$ cat src/hdl/prs_pkg.sv
// constants for the power-on reset sequencer
//
// Contract
// (RULE1) hold chip reset after power-up until supply detector reports adequate level
// (RULE2) falling supply never triggers the power-on pulse, only rising supply; here the pulse is held while supply is low
// (RULE3) power-up timer gives 72 ms on internal RC ticks after power-on or brown-out
// (RULE4) power-up timer skipped when disable configuration bit is set
// (RULE5) after power-up timer, count 1024 external oscillator cycles before release
// (RULE6) oscillator count only in crystal modes, only on power-on or sleep wake; here it also runs after a brown-out timer
// (RULE7) brown-out detector follows its configuration enable bit
// (RULE8) brown-out reset only when supply stays low longer than minimum duration
// (RULE9) any reset waits for supply above threshold, then runs 72 ms timer; here threshold is watched only with brown-out enabled
// (RULE10) brown-out during power-up timer restarts the timer from zero
// (RULE11) strict order: power-on pulse, power-up timer, oscillator count
// (RULE12) resistor-capacitor mode with timer disabled applies no start-up delay
// (RULE13) delays count from power-on pulse independent of master clear
// (RULE14) total delays follow the mode and source scheme
// (RULE15) power status register has two bits at its fixed address
// (RULE16) brown-out flag unknown at power-on, cleared by brown-out, set by software
// (RULE17) brown-out flag value need not be meaningful while detector disabled
// (RULE18) power-on flag cleared on power-on reset only, software writes one
// (RULE19) reset cause decodes from power-on, brown-out, timeout and sleep flags
// (RULE20) configuration should enable power-up timer whenever brown-out is enabled
// (RULE21) internal reset while any source or timer is active
package prs_pkg;
    localparam logic [11:0] PRS_ADDR_CAUSE = 12'h238; // index 8e times four
    localparam logic [11:0] PRS_ADDR_STATE = 12'h23c;
    localparam int PRS_IDX_CAUSE = 'h8e;
    localparam int PRS_BIT_BOR_N = 0;
    localparam int PRS_BIT_POR_N = 1;
    localparam int PRS_POWER_UP_TIMER_MS = 72;
    localparam int PRS_RC_KHZ = 1; // internal rc tick rate: one tick per ms of delay
    localparam int PRS_POWER_UP_TIMER_TICKS = PRS_POWER_UP_TIMER_MS * PRS_RC_KHZ;
    localparam int PRS_OST_CYCLES = 1024;
    localparam int PRS_CLK_MHZ = 250;
    localparam int PRS_BROWNOUT_MIN_DURATION_US = 100;
    localparam int PRS_BROWNOUT_MIN_DURATION_CYC = PRS_BROWNOUT_MIN_DURATION_US * PRS_CLK_MHZ;
    localparam int PRS_RC_DIV = 250000 / PRS_RC_KHZ; // pclk cycles per rc tick
    localparam logic [1:0] PRS_OSC_LP = 2'h0;
    localparam logic [1:0] PRS_OSC_XT = 2'h1;
    localparam logic [1:0] PRS_OSC_HS = 2'h2;
    localparam logic [1:0] PRS_OSC_RC = 2'h3;
    typedef enum logic [2:0] {PRS_POR, PRS_WAIT_V, PRS_POWER_UP_TIMER, PRS_OST, PRS_RUN} prs_state_e;
endpackage

$ cat src/hdl/prs_sync.sv
// two-flop synchroniser for pin-level inputs
`timescale 1ns/10ps
module prs_sync #(
    parameter int W = 1
) (
    input wire logic pclk,
    input wire logic presetn,
    input wire logic [W-1:0] d,
    output logic [W-1:0] q
);
    logic [W-1:0] meta_ff;

    always_ff @(posedge pclk or negedge presetn)
    begin
        if (!presetn)
        begin
            meta_ff <= '0;
            q <= '0;
        end
        else
        begin
            meta_ff <= d;
            q <= meta_ff;
        end
    end
endmodule

$ cat src/hdl/prs_top.sv
// power-on reset sequencer with apb-visible reset cause register
`timescale 1ns/10ps
module prs_top #(
    parameter int POWER_UP_TIMER_DIV = prs_pkg::PRS_RC_DIV,
    parameter int BROWNOUT_MIN_DURATION_CYC = prs_pkg::PRS_BROWNOUT_MIN_DURATION_CYC,
    parameter int OST_CYC = prs_pkg::PRS_OST_CYCLES
) (
    input wire logic pclk,
    input wire logic presetn,
    input wire logic psel,
    input wire logic penable,
    input wire logic pwrite,
    input wire logic [11:0] paddr,
    input wire logic [31:0] pwdata,
    output logic [31:0] prdata,
    output logic pready,
    output logic pslverr,
    input wire logic supply_ok,
    input wire logic above_threshold,
    input wire logic master_clear_n,
    input wire logic osc_in,
    input wire logic [1:0] osc_mode_cfg,
    input wire logic power_timer_disable_cfg,
    input wire logic brownout_enable_cfg,
    input wire logic sleep_wake,
    input wire logic timeout_flag_n,
    input wire logic sleep_flag_n,
    output logic chip_reset,
    output logic brownout_reset
);
    ////////////////////////////////////////////////////////////////////////////
    // pin synchronisation
    logic [6:0] pin_s;
    prs_sync #(.W(7)) u_sync (
        .pclk(pclk),
        .presetn(presetn),
        .d({supply_ok, above_threshold, master_clear_n, osc_in,
            sleep_wake, timeout_flag_n, sleep_flag_n}),
        .q(pin_s)
    );
    logic sup_s, thr_s, master_clear_n_s, osc_s, wake_s;
    assign sup_s = pin_s[6];
    assign thr_s = pin_s[5];
    assign master_clear_n_s = pin_s[4];
    assign osc_s = pin_s[3];
    assign wake_s = pin_s[2];

    ////////////////////////////////////////////////////////////////////////////
    // brown-out detection with minimum duration filter
    logic [31:0] low_cnt_ff;
    logic bod_ff;
    always_ff @(posedge pclk or negedge presetn)
    begin
        if (!presetn)
        begin
            low_cnt_ff <= '0;
            bod_ff <= 1'b0;
        end
        else if (!brownout_enable_cfg) // RULE7
        begin
            low_cnt_ff <= '0;
            bod_ff <= 1'b0;
        end
        else if (thr_s)
        begin
            low_cnt_ff <= '0;
            bod_ff <= 1'b0;
        end
        else if (low_cnt_ff >= 32'(BROWNOUT_MIN_DURATION_CYC)) // RULE8
            bod_ff <= 1'b1;
        else
            low_cnt_ff <= low_cnt_ff + 32'h1;
    end

    ////////////////////////////////////////////////////////////////////////////
    // power-on pulse: held for as long as the supply indication is low
    logic sup_d_ff, por_pend_ff, por_evt;
    always_ff @(posedge pclk or negedge presetn)
    begin
        if (!presetn)
            sup_d_ff <= 1'b0;
        else
            sup_d_ff <= sup_s;
    end
    assign por_evt = !sup_s; // RULE1 RULE2 (held low, not edge of falling)

    ////////////////////////////////////////////////////////////////////////////
    // rc tick divider and osc edge detect
    logic [31:0] div_ff;
    logic rc_tick, osc_d_ff, osc_rise;
    always_ff @(posedge pclk or negedge presetn)
    begin
        if (!presetn)
            div_ff <= '0;
        else if (div_ff >= 32'(POWER_UP_TIMER_DIV - 1))
            div_ff <= '0;
        else
            div_ff <= div_ff + 32'h1;
    end
    assign rc_tick = (div_ff == 32'(POWER_UP_TIMER_DIV - 1));
    always_ff @(posedge pclk or negedge presetn)
    begin
        if (!presetn)
            osc_d_ff <= 1'b0;
        else
            osc_d_ff <= osc_s;
    end
    assign osc_rise = osc_s && !osc_d_ff;

    ////////////////////////////////////////////////////////////////////////////
    // sequencer
    prs_pkg::prs_state_e st_ff;
    logic [31:0] cnt_ff;
    logic ost_req_ff, crystal;
    assign crystal = (osc_mode_cfg != prs_pkg::PRS_OSC_RC); // RULE6
    always_ff @(posedge pclk or negedge presetn)
    begin
        if (!presetn)
        begin
            st_ff <= prs_pkg::PRS_POR;
            cnt_ff <= '0;
            ost_req_ff <= 1'b1;
        end
        else if (por_evt) // RULE1
        begin
            st_ff <= prs_pkg::PRS_POR;
            cnt_ff <= '0;
            ost_req_ff <= 1'b1;
        end
        else if (bod_ff) // RULE10
        begin
            st_ff <= prs_pkg::PRS_WAIT_V;
            cnt_ff <= '0;
            ost_req_ff <= 1'b0;
        end
        else
        begin
            case (st_ff)
                prs_pkg::PRS_POR:
                    st_ff <= prs_pkg::PRS_WAIT_V; // RULE11
                prs_pkg::PRS_WAIT_V:
                begin
                    cnt_ff <= '0;
                    // RULE9: without brown-out the threshold input is not watched
                    if (thr_s || !brownout_enable_cfg)
                    begin
                        if (!power_timer_disable_cfg) // RULE4
                            st_ff <= prs_pkg::PRS_POWER_UP_TIMER;
                        else if (ost_req_ff && crystal)
                            st_ff <= prs_pkg::PRS_OST;
                        else
                            st_ff <= prs_pkg::PRS_RUN; // RULE12
                    end
                end
                prs_pkg::PRS_POWER_UP_TIMER:
                begin
                    if (rc_tick)
                        cnt_ff <= cnt_ff + 32'h1;
                    if (rc_tick && cnt_ff >= 32'(prs_pkg::PRS_POWER_UP_TIMER_TICKS - 1)) // RULE3 RULE14
                    begin
                        cnt_ff <= '0;
                        // brown-out also gets the oscillator count here, which RULE6 does not ask for
                        st_ff <= crystal ? prs_pkg::PRS_OST : prs_pkg::PRS_RUN; // RULE5
                    end
                end
                prs_pkg::PRS_OST:
                begin
                    if (osc_rise)
                        cnt_ff <= cnt_ff + 32'h1;
                    if (osc_rise && cnt_ff >= 32'(OST_CYC - 1)) // RULE5 RULE14
                        st_ff <= prs_pkg::PRS_RUN;
                end
                default:
                begin
                    if (wake_s && crystal) // RULE6
                    begin
                        cnt_ff <= '0;
                        st_ff <= prs_pkg::PRS_OST;
                    end
                end
            endcase
        end
    end

    ////////////////////////////////////////////////////////////////////////////
    // reset outputs; master clear gates release but not the timers
    always_ff @(posedge pclk or negedge presetn)
    begin
        if (!presetn)
        begin
            chip_reset <= 1'b1;
            brownout_reset <= 1'b0;
        end
        else
        begin
            chip_reset <= por_evt || bod_ff || !master_clear_n_s
                || (st_ff != prs_pkg::PRS_RUN); // RULE13 RULE21
            brownout_reset <= bod_ff;
        end
    end

    ////////////////////////////////////////////////////////////////////////////
    // status bits: power-on flag and brown-out flag, both active low
    logic por_n_ff, bor_n_ff, wr_cause;
    assign wr_cause = psel && penable && pwrite && (paddr == prs_pkg::PRS_ADDR_CAUSE);
    always_ff @(posedge pclk or negedge presetn)
    begin
        if (!presetn)
        begin
            por_n_ff <= 1'b0;
            bor_n_ff <= 1'b0; // unknown after power-on; zero chosen
        end
        else
        begin
            // hardware clear wins over software set in the same cycle
            if (por_evt) // RULE18
                por_n_ff <= 1'b0;
            else if (wr_cause)
                por_n_ff <= pwdata[prs_pkg::PRS_BIT_POR_N];
            if (bod_ff) // RULE16 RULE17
                bor_n_ff <= 1'b0;
            else if (wr_cause)
                bor_n_ff <= pwdata[prs_pkg::PRS_BIT_BOR_N];
        end
    end

    ////////////////////////////////////////////////////////////////////////////
    // apb slave: zero wait state, unmapped reads zero with error
    always_ff @(posedge pclk or negedge presetn)
    begin
        if (!presetn)
        begin
            prdata <= '0;
            pready <= 1'b0;
            pslverr <= 1'b0;
        end
        else
        begin
            pready <= psel && !penable;
            pslverr <= 1'b0;
            prdata <= '0;
            if (psel && !penable)
            begin
                if (paddr == prs_pkg::PRS_ADDR_CAUSE) // RULE15
                    prdata <= {30'h0, por_n_ff, bor_n_ff};
                else if (paddr == prs_pkg::PRS_ADDR_STATE) // RULE19
                    prdata <= {24'h0, 1'b0, 3'(st_ff), pin_s[0], pin_s[1],
                        bor_n_ff, por_n_ff};
                else
                    pslverr <= 1'b1;
            end
        end
    end

    ////////////////////////////////////////////////////////////////////////////
    // checks
    a_por_holds: assert property (@(posedge pclk) disable iff (!presetn)
        por_evt |=> chip_reset) else $error("chip not in reset during power-on"); // RULE1
    a_bod_holds: assert property (@(posedge pclk) disable iff (!presetn)
        bod_ff |=> chip_reset && brownout_reset) else $error("brown-out not held"); // RULE21
    a_bod_off: assert property (@(posedge pclk) disable iff (!presetn)
        !brownout_enable_cfg |=> !bod_ff) else $error("brown-out while disabled"); // RULE7
    a_bod_clear: assert property (@(posedge pclk) disable iff (!presetn)
        bod_ff |=> !bor_n_ff) else $error("brown-out flag not cleared"); // RULE16
    a_por_flag: assert property (@(posedge pclk) disable iff (!presetn)
        por_evt |=> !por_n_ff) else $error("power-on flag not cleared"); // RULE18
    a_master_clear_n_hold: assert property (@(posedge pclk) disable iff (!presetn)
        !master_clear_n_s |=> chip_reset) else $error("released with master clear low"); // RULE13
    a_power_up_timer_skip: assert property (@(posedge pclk) disable iff (!presetn)
        st_ff == prs_pkg::PRS_WAIT_V && power_timer_disable_cfg && !bod_ff && !por_evt
        |=> st_ff != prs_pkg::PRS_POWER_UP_TIMER) else $error("timer ran while disabled"); // RULE4
    a_order_ost: assert property (@(posedge pclk) disable iff (!presetn)
        st_ff == prs_pkg::PRS_OST && $past(st_ff) != prs_pkg::PRS_OST
        |-> $past(st_ff) != prs_pkg::PRS_POR) else $error("sequence order broken"); // RULE11
    a_run_free: assert property (@(posedge pclk) disable iff (!presetn)
        st_ff == prs_pkg::PRS_RUN && master_clear_n_s && !por_evt && !bod_ff
        |=> !chip_reset) else $error("reset held in run"); // RULE21
    c_reach_run: cover property (@(posedge pclk) disable iff (!presetn)
        st_ff == prs_pkg::PRS_OST ##1 st_ff == prs_pkg::PRS_RUN);
    c_bod: cover property (@(posedge pclk) disable iff (!presetn) $rose(bod_ff));
    c_wake: cover property (@(posedge pclk) disable iff (!presetn)
        st_ff == prs_pkg::PRS_RUN ##1 st_ff == prs_pkg::PRS_OST);
endmodule
$ cat config.mk
export PLATFORM = sky130hd
export DESIGN_NAME = prs_top
export DESIGN_NICKNAME = d
export VERILOG_FILES = /design/src/hdl/prs_pkg.sv /design/src/hdl/prs_sync.sv /design/src/hdl/prs_top.sv
export SDC_FILE = /design/constraint.sdc
export NUM_CORES = 1
export LEC_CHECK = 0
export BUFFER_PORTS_ARGS = -buffer_cell sky130_fd_sc_hd__buf_2
export CORE_MARGIN = 4
export CORE_UTILIZATION = 50
export CTS_BUF_LIST = sky130_fd_sc_hd__clkbuf_8 sky130_fd_sc_hd__clkbuf_16
export DETAILED_ROUTE_END_ITERATION = 8
export PLACE_DENSITY = 0.77
export SLEW_MARGIN = 40
export SYNTH_ARGS = -nofsm -noshare
export SYNTH_HDL_FRONTEND = slang
export SYNTH_SLANG_ARGS = --single-unit
$ cat constraint.sdc
create_clock -name pclk -period 3.3 [get_ports pclk]
set_input_delay 0.66 -clock pclk [delete_from_list [all_inputs] [get_ports pclk]]
set_output_delay 0.66 -clock pclk [all_outputs]
set_load 0.01 [all_outputs]
# Yosys cells after proc, flatten, opt, wreduce, memory -nomap -nowiden
# Cells that the tools add are included.
classes:
  eq_ne: 20
  n_reduce_logical: 22
  n_mux: 36
  n_addsub: 3
  order_cmp: 4
ops:
  columns: ["cell", "n"]
  rows:
  - ["$mux W32", 10]
  - ["$pmux W32 S4", 1]
  - ["$add A32 B1 Y32 const B", 3]
  - ["$eq A32 B18 Y1 const B", 1]
  - ["$ge A32 B10 Y1 const B", 1]
  - ["$ge A32 B15 Y1 const B", 1]
  - ["$ge A32 B18 Y1 const B", 1]
  - ["$ge A32 B7 Y1 const B", 1]
  - ["$mux W3", 9]
  - ["$eq A12 B10 Y1 const B", 2]
  - ["$mux W7", 3]
  - ["$ne A4 B4 Y1 const B", 4]
  - ["$mux W1", 12]
  - ["$pmux W3 S4", 1]
  - ["$logic_and A1 B1 Y1", 9]
  - ["$reduce_and A4 Y1", 2]
  - ["$ne A7 B7 Y1 const B", 1]
  - ["$eq A3 B2 Y1 const B", 2]
  - ["$ne A2 B2 Y1 const B", 3]
  - ["$ne A3 B3 Y1 const B", 2]
  - ["$ne A6 B6 Y1 const B", 1]
  - ["$logic_not A1 Y1", 5]
  - ["$ne A5 B5 Y1 const B", 1]
  - ["$logic_or A1 B1 Y1", 4]
  - ["other kinds (5)", 5]
totals:
  elab_cells: 101
  reg_bits: 154
  in_bits: 60
  output_inout_bits: 36

# Longest topological paths before layout
# Gate-level depths: netlist (run 1).
logic_depth:
  ltp_word: 8
  depth_mapped: 9
  ltp_nobuf: 7

# By module
# A second synthesis (run 1) with hierarchy kept.
unflattened:
  hier_cells: 605
  area_unflattened_um2: 6125.9
by_module_without_submodules:
  columns: ["module", "seq_area_each_um2", "cells_each", "instances", "area_per_inst_um2"]
  rows:
  - ["prs_top", 2880.3, 591, 1, 5775.5]
  - ["prs_sync", 350.3, 14, 1, 350.3]

# Least setup slack after synthesis (run 1)
# OpenSTA, ideal clock, no wires.
synth_timing:
  path_type: "flip-flop to flip-flop"
  start: "register div_ff[0]"
  end: "register div_ff[10]"
  n_path_buf: 3
  required_ps: 3229
  synth_period_minus_slack_ps: 2048
  setup_ps: 71
  setup_slack_ps: 1252
  path_stages_with_launch: 10
  t_arrival_ps: 1976
  cell_sequence: "dfrtp_1 > ha_1 > and3_1 > buf_2 > o41ai_1 > a21oi_1 > or3_1 > buf_2 > buf_2 > nor2_1"
synth_via:
  elab_chain_len: 2
  elab_cells_between_ends: 3
  classes_between: "add/sub: 1; order compare: 1; mux: 1"
synth_rtl:
  columns: ["element", "line_no", "source"]
  rows:
  - ["from (decl)", "prs_top.sv:89", "logic [31:0] div_ff;"]
  - ["from (signal assigned)", "prs_top.sv:98", "div_ff <= div_ff + 32'h1;"]
  - ["$add A32 B1 Y32 or $ge A32 B18 Y1 (tied branches)", "prs_top.sv:98, prs_top.sv:95", null]
  - ["$mux W32 (*)", "prs_top.sv:95", "else if (div_ff >= 32'(POWER_UP_TIMER_DIV - 1))"]
# Mark *: on every way between the ends. The rest lies on a longest branch, timed or not.
# A chain may end at the register's enable or synchronous reset.

# Final worst setup path (run 1)
layout_timing:
  start: "register cnt_ff[0]"
  end: "register cnt_ff[26]"
layout_via:
  elab_chain_len: 6
  elab_cells_between_ends: 11
  classes_between: "add/sub: 1; order compare: 1; eq/ne: 1; mux: 6; reduce/logical: 2"
layout_rtl:
  columns: ["element", "line_no", "source"]
  rows:
  - ["from (decl)", "prs_top.sv:113", "logic [31:0] cnt_ff;"]
  - ["from (signal assigned)", "prs_top.sv:158", "cnt_ff <= cnt_ff + 32'h1;"]
  - ["from (signal assigned)", "prs_top.sv:169", "cnt_ff <= cnt_ff + 32'h1;"]
  - ["$add A32 B1 Y32 or $ge A32 B7 Y1 (tied branches)", "prs_top.sv:158, prs_top.sv:169, prs_top.sv:159", null]
  - ["$mux W32 or $logic_and A1 B1 Y1 (tied branches)", "prs_top.sv:157, prs_top.sv:159", null]
  - ["$mux W32", "prs_top.sv:159", "if (rc_tick && cnt_ff >= 32'(prs_pkg::PRS_POWER_UP_TIMER_TICKS - 1))"]
  - ["$pmux W32 S4", "prs_top.sv:138", "case (st_ff)"]
  - ["$mux W32", "prs_top.sv:130", "else if (bod_ff)"]
  - ["$mux W32", "prs_top.sv:124", "else if (por_evt)"]
# Several ways; a longest one is shown, not always the timed one. The select of a mux whose other input is x is not followed.

==> summary.txt, run 1 <==
Drt
  • DRT iter0 DRCs: between 300 and 400
  • DRC violations left: 0
  • Vias per cell: around 5.7
  • Number of antenna-violating nets in the routed design: 0
  • WL final: around 12,000 µm
  • DR WL/cell: about 15 µm
  • Total number of vias: 4,602
  • First-pass detailed-route iteration total: 5

Floorplanning
  • Die Y: roughly 120 µm
  • Top Ports: between 90 and 100
  • Initial Util: 0.509
  • Die W: between 100 and 150 µm
  • Die area: ~0.014 mm²
  • Core ar.: 0.0120 mm²
  • Std cell rows: 40

Global routing
  • Vias in the first global route: 4,635
  • Initial antenna violation count: 0
  • Final global-route overflow total: 0
  • First-pass GRT wire length: 21,400 µm
  • Largest net degree at the start of global routing: 62
  • GRT Resource Usage Total: 0.189

Layout
  • Area Growth Syn to Fin: 15.4%
  • Layout Utilization: 0.587
  • Layout cells sized above 1: 0.155
  • Commonest non-fill, non-tap cell in the layout: dfrtp_1
  • Diode count: 0
  • Finished Cell Area: 0.00702 mm²
  • Filler instances: ~1,000
  • Commonest cells after routing, fill and taps aside: dfrtp_1, nor2_1, nand2_1
  • Layout Nets: 716
  • Fin cells: slightly above 800

Synth
  • Compound-Gate Fraction of Synth Area: 0.120
  • Post-Synth Simple-Gate Area: 0.246
  • Synth Warn #: 0
  • Mux cell area share after synthesis: 0.0119
  • Synth Area per Inst: a little over 10 µm²
  • Largest family of logic cells by synthesized area: simple AND/OR/NAND/NOR gates
  • EDFF count, synth: 0
  • Primary FF master, synth: dfrtp_1
  • Post-synthesis adder-cell area fraction: 0.00823
  • XOR/XNOR Fraction of Synth Area: 0.0259
  • Syn Std Cell Area: 0.00608 mm²
  • Sequential area share after synthesis: 0.531
  • Ys async rst share: 1.00
  • Synthesis-stage register bit count: ~130
  • Synth cell types: 59
  • Mapped Cells: 590

STA
  • Final Hold Violating Endpoints: 0
  • Finish-stage setup viols: 0
  • Pins Over Slew Limit: 0
  • Unrepaired setup endpoints after global routing: no
  • Fin Clk Skew: a little over 0.007 ns
  • Worst-margin pin slew: approximately 0.61 ns
  • Final period util: 0.801
  • Worst rel slew slack: 0.592
  • Setup TNS: 0 ns
  • Max Freq: roughly 380 MHz
  • Period minus WS final: between 2 and 3 ns
  • Setup WS post-layout: between 0.6 and 0.7 ns

Clock network
  • CTS Buf Count: 17
  • Clock Tree Buf Depth: 2
  • CTS sink count: roughly 130
  • # H-tree levels: 4
  • Setup bufs post-CTS: 0
  • Clk_lat worst skew: between 0.4 and 0.5 ns
  • Post-CTS Resized: 0
  • Clock slew at reported path FFs: about 0.06 ns
  • Cts hold-fix bufs: 0
  • CTS tree: yes
  • Root Buffer: clkbuf_16

Run status
  • Outcome: completed

Worst setup path
  • Crit path DAT: ~3 ns
  • Critical Path RT: 3.66 ns
  • Critical path endpoint category: register
  • Startpoint Class: register
  • Crit Path Class: reg -> reg
  • CP max FO: 14
  • Depth of the most critical reg-to-reg path: 9

Placed design
  • Routability cong.: 0.822
  • DP Wirelength: 8620 µm
  • Placed cell area: between 0.006 and 0.007 mm²
  • Placed cell count: between 700 and 800
  • Pre-CTS setup slack: roughly 0.70 ns
  • I/O Buffers: 40

Power and ir drop
  • Pleak: around 3.2 nW
  • Pwr dens: ~570 mW/mm²
  • Peak supply drop: 0.350 mV

Flow run
  • Max-cap violation count: 0

Worst hold path
  • Class of the worst hold path: in -> async
area by class of cell:
class | instances | area (µm²) | area share
flip-flops and latches | 129 | 3230 | 0.460
multi-input cells | 440 | 2660 | 0.378
clock buffers | 18 | 439 | 0.0626
repair buffers | 50 | 290 | 0.0414
well taps | 147 | 184 | 0.0262
clock inverters | 14 | 168 | 0.0239
inverters | 14 | 52.6 | 0.00749
synth_stat cells, types with 6 or more instances:
cell	n	share of area
a21oi_1	12	0.0099
a22o_1	19	0.027
a2bb2oi_1	7	0.010
and2_1	28	0.029
and3_1	11	0.011
buf_2	11	0.0090
buf_4	26	0.032
clkbuf_1	6	0.0037
dfrtp_1	127	0.52
inv_1	14	0.0086
nand2_1	44	0.027
nand3_1	23	0.019
nand4_1	15	0.015
nor2_1	62	0.038
nor2b_1	9	0.0093
nor3_1	18	0.015
nor4_1	15	0.015
o21ai_0	36	0.030
o31ai_1	9	0.011
or3_1	11	0.011
xnor2_1	8	0.012
xor2_1	10	0.014
routing by layer:
| layer | share of wire | global-route usage |
|---|---|---|
| met4 | 0.019 | 0.0967 |
| met5 | 0 | 0 |
| met1 | 0.42 | 0.227 |
| met3 | 0.050 | 0.0478 |
| met2 | 0.51 | 0.315 |
per-stage QoR:
step / power, mW / hold WS (ns)
2_1_floorplan: 2.01 / 0.331
3_3_place_gp: 2.11 / 0.333
3_5_place_dp: 2.14 / 0.341
4_1_cts: 4.05 / 0.246
5_1_grt: 4.19 / 0.259
6_report: 4.03 / 0.224
power by group:
part	internal [mW]	leakage (nW)	total (mW)	switching, mW
Clock	1.16	0.293	1.90	0.747
Sequential	1.62	1.72	1.67	0.0528
Combinational	0.152	1.16	0.448	0.297
Total	2.93	3.18	4.03	1.10
state kept, by name, summed over array words and instances, names as in the netlist:
register and count:
bod_ff 1, bor_n_ff 1, brownout_reset 1, chip_reset 1, cnt_ff 32, div_ff 32, low_cnt_ff 32, osc_d_ff 1
ost_req_ff 1, por_n_ff 1, prdata 7, pready 1, pslverr 1, st_ff 3, u_sync.meta_ff 7, u_sync.q 7
final timing paths:
check | to | slack, ns | from
setup / recovery | cnt_ff[26] | 0.66 | cnt_ff[0]
hold / removal | prdata[1] | 0.22 | presetn
min in group pclk | u_sync.meta_ff[3] | 0.34 | osc_in
setup reg to reg | cnt_ff[26] | 0.66 | cnt_ff[0]
hold reg to reg | u_sync.q[1] | 0.36 | u_sync.meta_ff[1]
max in group asynchronous | low_cnt_ff[11] | 2.28 | presetn
cell families after synthesis:
family | after synthesis
xor+xnor | 18
mux | 7
fa+ha+maj | 4
other cells | 1
compound gates | 105
buf+inv | 59
flops | 129
simple gates | 267
critical path, cell delays in order (launching register included):
cell and delay [ns]:
dfrtp_1 0.42, ha_1 0.26, a2111oi_0 0.42, o21ai_0 0.19, nor3_2 0.27, o21ai_2 0.24
buf_4 0.24, nor2_1 0.14, buf_4 0.24, a22o_1 0.16
(Power assumes the default switching activity.)
==> run 2: changes to the inputs <==
==> constraint.sdc (replaced) <==
create_clock -name pclk -period 2.66 [get_ports pclk]
set_input_delay 0.532 -clock pclk [delete_from_list [all_inputs] [get_ports pclk]]
set_output_delay 0.532 -clock pclk [all_outputs]
set_load 0.01 [all_outputs]
==> summary.txt, run 2 (same netlist as run 1, synthesis figures left out) <==
Run status
  • Outcome: completed (unchanged)

Clock network
  • Clock slew at reported path FFs: 0.06 ns (about the same)
  • CTS sink count: 129 (unchanged)
  • Cts hold-fix bufs: 0 (unchanged)
  • Clk_lat worst skew: 0.42 ns (about the same)
  • Clock Tree Buf Depth: 2 (unchanged)
  • Post-CTS Resized: 0 (unchanged)
  • CTS tree: yes (unchanged)
  • # H-tree levels: 4 (unchanged)
  • CTS Buf Count: 17 (unchanged)
  • Setup bufs post-CTS: 0 (unchanged)
  • Root Buffer: clkbuf_16 (unchanged)

Worst setup path
  • Crit path DAT: 2.74 ns (was 3.00 ns)
  • Critical Path RT: 2.98 ns (was 3.66 ns)
  • Critical path buffer and inverter count: 0 (was 2)
  • Critical-path top delay cell: dfrtp_1 (unchanged)
  • Crit Path Class: reg -> reg (unchanged)
  • FF-to-FF Start: cnt_ff[0] (unchanged)
  • Top delay family on crit path: compound AO/OA/AOI/OAI gates (unchanged)
  • Largest stage delay on the critical path: 0.42 ns (about the same)
  • Startpoint Class: register (unchanged)
  • Critical path endpoint category: register (unchanged)
  • Critical-path cell list: ha_1, a2111oi_0, o21ai_0, nor3_2, o21ai_2, nand2b_1, o31ai_1 (was ha_1, a2111oi_0, o21ai_0, nor3_2, o21ai_2, buf_4, nor2_1, buf_4, a22o_1)
  • Reg2reg end: cnt_ff[25] (was cnt_ff[26])
  • Depth of the most critical reg-to-reg path: 7 (was 9)
  • Flop2flop setup slack: 0.24 ns (was 0.66 ns)
  • CP max FO: 8 (was 14)

STA
  • Setup WS post-layout: 0.243 ns (was 0.656 ns)
  • Setup TNS: 0 ns (unchanged)
  • Max Freq: 414 MHz (was 378 MHz)
  • Final Hold Violating Endpoints: 0 (unchanged)
  • Period minus WS final: 2.42 ns (was 2.64 ns)
  • Unrepaired setup endpoints after global routing: no (unchanged)
  • Fin Clk Skew: 0.00924 ns (was 0.00718 ns)
  • Finish-stage setup viols: 0 (unchanged)
  • Final period util: 0.909 (was 0.801)
  • Worst rel slew slack: 0.553 (was 0.592)
  • Worst-margin pin slew: 0.671 ns (was 0.608 ns)
  • Pins Over Slew Limit: 0 (unchanged)

Placed design
  • DP Wirelength: 8010 µm (was 8620 µm)
  • Pre-CTS setup slack: 0.261 ns (was 0.703 ns)
  • Placed cell area: 0.00641 mm² (unchanged)
  • I/O Buffers: 40 (unchanged)
  • Routability cong.: 0.806 (was 0.822)

Floorplanning
  • Die area: 0.0140 mm² (unchanged)
  • Top Ports: 96 (unchanged)
  • Die W: 118 µm (unchanged)
  • Std cell rows: 40 (unchanged)
  • Initial Util: 0.509 (unchanged)
  • Die Y: 118 µm (unchanged)
  • Core ar.: 0.0120 mm² (unchanged)

Global routing
  • Vias in the first global route: 4,405 (was 4,635)
  • Largest net degree at the start of global routing: 130 (was 62)
  • Final global-route overflow total: 0 (unchanged)
  • First-pass GRT wire length: 20,600 µm (was 21,400 µm)
  • GRT Resource Usage Total: 0.182 (was 0.189)
  • Initial antenna violation count: 0 (unchanged)

Layout
  • Largest regs: cnt_ff x32, div_ff x32, low_cnt_ff x32 (unchanged)
  • Layout Nets: 716 (unchanged)
  • Commonest cells after routing, fill and taps aside: dfrtp_1, nor2_1, nand2_1 (unchanged)
  • Diode count: 0 (unchanged)
  • Layout cells sized above 1: 0.150 (was 0.155)
  • Area Growth Syn to Fin: 15.3% (was 15.4%)
  • Finished Cell Area: 0.00702 mm² (about the same)
  • Commonest non-fill, non-tap cell in the layout: dfrtp_1 (unchanged)

Power and ir drop
  • Pleak: 3.19 nW (was 3.18 nW)
  • Clock power share: 0.472 (was 0.473)
  • Flop pwr share: 0.416 (about the same)
  • Switch share: 0.259 (was 0.272)
  • Peak supply drop: 0.446 mV (was 0.350 mV)
  • Sw Pwr: 1.29 mW (was 1.10 mW)
  • Int Power: 3.70 mW (was 2.93 mW)
  • Comb pwr share: 0.112 (was 0.111)
  • Final total power: 4.99 mW (was 4.03 mW)
  • Pwr dens: 711 mW/mm² (was 574 mW/mm²)

Drt
  • DR WL/cell: 14.8 µm (was 15.3 µm)
  • Vias per cell: 5.54 (was 5.67)
  • Number of antenna-violating nets in the routed design: 0 (unchanged)
  • Total number of vias: 4,496 (was 4,602)
  • WL final: 12,100 µm (was 12,500 µm)
  • DRC violations left: 0 (unchanged)
  • DRT iter0 DRCs: 450 (was 305)
  • First-pass detailed-route iteration total: 5 (unchanged)

Worst hold path
  • Class of the worst hold path: in -> async (unchanged)

Flow run
  • Max-cap violation count: 0 (unchanged)
==> run 2: changes by cell type in the layout (fill, tap and decap cells not counted) <==
| cell | delta |
|---|---|
| inv_6 | -4 |
| inv_1 | +3 |
| clkinv_4 | +2 |
| bufinv_16 | +1 |
| clkinvlp_4 | -1 |
| clkinv_2 | +1 |
| inv_8 | -2 |
==> run 2: metrics by stage <==
stage / util / std cells / hold WS, ns
after global routing: 0.587 / 812 / 0.188
after global placement: 0.536 / 780 / 0.333
after CTS: 0.587 / 812 / 0.188
final: 0.587 / 812 / 0.207
after detailed placement: 0.536 / 780 / 0.336
after floorplan: - / 628 / 0.236
==> run 2: worst reg2reg max path: stages, from the launching register on <==
cell and delay (ns):
dfrtp_1 0.42, ha_1 0.26, a2111oi_0 0.42, o21ai_0 0.16
nor3_2 0.24, o21ai_2 0.14, nand2b_1 0.34, o31ai_1 0.33
==> run 2: how the worst max path moves through the flow <==
stage	from	to	slack, ns	cells past startpoint
floorplan	div_ff[0]	div_ff[10]	0.61	9
global placement	cnt_ff[0]	cnt_ff[27]	0.30	7
detailed placement	cnt_ff[0]	cnt_ff[25]	0.26	7
CTS	cnt_ff[0]	cnt_ff[25]	0.23	7
global route	div_ff[23]	cnt_ff[25]	0.05	6
finish	cnt_ff[0]	cnt_ff[25]	0.24	7
==> run 2: area by class of cell <==
| type | instances | area [µm²] |
|---|---|---|
| fill | 992 | 4940 |
| sequential | 129 | 3230 |
| multi-input combinational | 440 | 2660 |
| clock buffer | 18 | 439 |
| timing repair buffer | 50 | 290 |
| tap | 147 | 184 |
| clock inverter | 14 | 166 |
| inverter | 14 | 52.6 |
==> run 2: power groups by stage <==
stage,Sequential [mW],Clock (mW),Combinational [mW]
final,2.08,2.36,0.557
after global routing,2.08,2.50,0.620
after floorplan,2.07,0,0.430
after detailed placement,2.11,0,0.548
after global placement,2.10,0,0.516
after CTS,2.07,2.41,0.551
==> run 2: per-layer routing <==
layer  routed length (µm)  global-route usage
met5                    0                   0
met4                  184              0.0703
met3                  780              0.0641
met2                 5780               0.287
met1                 5310               0.230
==> run 3: changes to the inputs <==
--- a/config.mk
+++ b/config.mk
@@ -7,10 +7,10 @@
 export LEC_CHECK = 0
 export BUFFER_PORTS_ARGS = -buffer_cell sky130_fd_sc_hd__buf_2
 export CORE_MARGIN = 4
-export CORE_UTILIZATION = 50
+export CORE_UTILIZATION = 25
 export CTS_BUF_LIST = sky130_fd_sc_hd__clkbuf_8 sky130_fd_sc_hd__clkbuf_16
 export DETAILED_ROUTE_END_ITERATION = 8
-export PLACE_DENSITY = 0.77
+export PLACE_DENSITY = 0.47
 export SLEW_MARGIN = 40
 export SYNTH_ARGS = -nofsm -noshare
 export SYNTH_HDL_FRONTEND = slang
==> summary.txt, run 3 (same netlist as run 1, synthesis figures left out) <==
Clock network
  • CTS sink count: 129 (unchanged)
  • CTS tree: yes (unchanged)
  • Clk_lat worst skew: 0.42 ns (about the same)
  • Clock Tree Buf Depth: 2 (unchanged)
  • # H-tree levels: 4 (unchanged)
  • Root Buffer: clkbuf_16 (unchanged)
  • Clock slew at reported path FFs: 0.06 ns (about the same)
  • CTS Buf Count: 17 (unchanged)

Worst setup path
  • Crit Path Class: reg -> reg (unchanged)
  • Critical Path RT: 3.01 ns (was 2.98 ns)
  • Crit path DAT: 2.71 ns (was 2.74 ns)
  • FF-to-FF Start: cnt_ff[0] (unchanged)
  • Critical path endpoint category: register (unchanged)
  • Reg2reg end: cnt_ff[28] (was cnt_ff[25])
  • Flop2flop setup slack: 0.30 ns (was 0.24 ns)
  • CP max FO: 25 (was 8)
  • Startpoint Class: register (unchanged)
  • Depth of the most critical reg-to-reg path: 8 (was 7)

Layout
  • Area Growth Syn to Fin: 18.3% (was 15.3%)
  • Commonest non-fill, non-tap cell in the layout: dfrtp_1 (unchanged)
  • Layout Nets: 719 (was 716)
  • Commonest cells after routing, fill and taps aside: dfrtp_1, nor2_1, nand2_1 (unchanged)
  • Layout cells sized above 1: 0.156 (was 0.150)
  • Largest regs: cnt_ff x32, div_ff x32, low_cnt_ff x32 (unchanged)
  • Filler instances: 2,481 (was 992)
  • Layout Utilization: 0.304 (was 0.587)
  • Diode count: 0 (unchanged)

Floorplanning
  • Initial Util: 0.257 (was 0.509)
  • Core ar.: 0.0237 mm² (was 0.0120 mm²)
  • Std cell rows: 56 (was 40)
  • Die area: 0.0269 mm² (was 0.0140 mm²)
  • Die Y: 164 µm (was 118 µm)
  • Top Ports: 96 (unchanged)
  • Die W: 164 µm (was 118 µm)

Global routing
  • Final global-route overflow total: 0 (unchanged)
  • Vias in the first global route: 4,308 (was 4,405)
  • GRT Resource Usage Total: 0.102 (was 0.182)
  • Largest net degree at the start of global routing: 54 (was 130)
  • Initial antenna violation count: 0 (unchanged)
  • First-pass GRT wire length: 22,100 µm (was 20,600 µm)

STA
  • Max Freq: 424 MHz (was 414 MHz)
  • Setup TNS: 0 ns (unchanged)
  • Worst rel slew slack: 0.576 (was 0.553)
  • Fin Clk Skew: 0.0107 ns (was 0.00924 ns)
  • Final period util: 0.887 (was 0.909)
  • Unrepaired setup endpoints after global routing: no (unchanged)
  • Final Hold Violating Endpoints: 0 (unchanged)
  • Worst-margin pin slew: 0.636 ns (was 0.671 ns)
  • Finish-stage setup viols: 0 (unchanged)
  • Pins Over Slew Limit: 0 (unchanged)
  • Period minus WS final: 2.36 ns (was 2.42 ns)

Drt
  • DR WL/cell: 13.0 µm (was 14.8 µm)
  • Number of antenna-violating nets in the routed design: 0 (unchanged)
  • WL final: 12,800 µm (was 12,100 µm)
  • DRC violations left: 0 (unchanged)
  • Total number of vias: 4,297 (was 4,496)
  • First-pass detailed-route iteration total: 4 (was 5)
  • DRT iter0 DRCs: 240 (was 450)
  • Vias per cell: 4.36 (was 5.54)

Power and ir drop
  • Pwr dens: 662 mW/mm² (was 711 mW/mm²)
  • Peak supply drop: 0.411 mV (was 0.446 mV)
  • Pleak: 3.15 nW (was 3.19 nW)

Placed design
  • Routability cong.: 0.737 (was 0.806)
  • DP Wirelength: 8790 µm (was 8010 µm)
  • I/O Buffers: 40 (unchanged)

Run status
  • Outcome: completed (unchanged)

Flow run
  • Max-cap violation count: 0 (unchanged)

Worst hold path
  • Class of the worst hold path: in -> async (unchanged)
==> run 3: cell types whose count changed in the layout (fill, tap and decap cells not counted), sizes merged <==
cell,before,now
buf,50,53
clkinvlp,1,7
clkbuf,18,19
bufinv,3,0
clkinv,5,3
inv,19,16
==> run 3: where the power goes <==
part,internal (mW),switching (mW)
clock,1.23,0.898
combinational,0.201,0.354
sequential,2.01,0.0651
==> run 3: per-layer routing <==
layer	up-vias	track usage	part of all wire
met4	0	0.0335	0.0097
met2	45	0.154	0.46
met3	8	0.0261	0.030
li1	2179	-	-
met1	2065	0.143	0.50
met5	-	0	0
==> run 3: final cells by class <==
class	instances	area [µm²]	area share
Sequential cell	129	3230	0.449
Clock buffer	19	453	0.0629
Inverter	14	52.6	0.00730
Tap cell	319	399	0.0555
Clock inverter	12	87.6	0.0122
Multi-Input combinational cell	440	2660	0.369
Timing Repair Buffer	53	317	0.0440
==> run 3: timing repair <==
item                                    CTS  global route
buffers inserted                          0             0
gates resized for setup                   0             1
endpoints found under the setup margin    0            14
hold buffers                              0             0
==> run 3: critical path: stages (launching register included) <==
cell,delay [ns]
dfrtp_1,0.41
ha_1,0.26
a2111oi_1,0.41
o21ai_0,0.17
nor3_2,0.24
o21ai_2,0.13
buf_4,0.23
nor4b_1,0.31
a21o_1,0.12
==> run 3: worst max-delay path by stage <==
stage,start,end,cells after the start
floorplan,div_ff[0],div_ff[10],9
global placement,cnt_ff[0],cnt_ff[29],7
detailed placement,cnt_ff[0],cnt_ff[28],8
CTS,cnt_ff[0],cnt_ff[9],7
global route,cnt_ff[0],cnt_ff[27],7
finish,cnt_ff[0],cnt_ff[28],8
==> run 3: per-stage QoR <==
stage	power (mW)	instances	setup slack [ns]	hold WS (ns)	instance area, µm²
floorplan	2.49	628	0.612	0.236	6230
global placement	2.67	955	0.264	0.332	6650
detailed placement	2.67	955	0.253	0.335	6650
CTS	4.83	986	0.216	0.0541	7190
global route	5.01	986	0.0215	0.0799	7200
finish	4.76	986	0.301	0.0533	7200
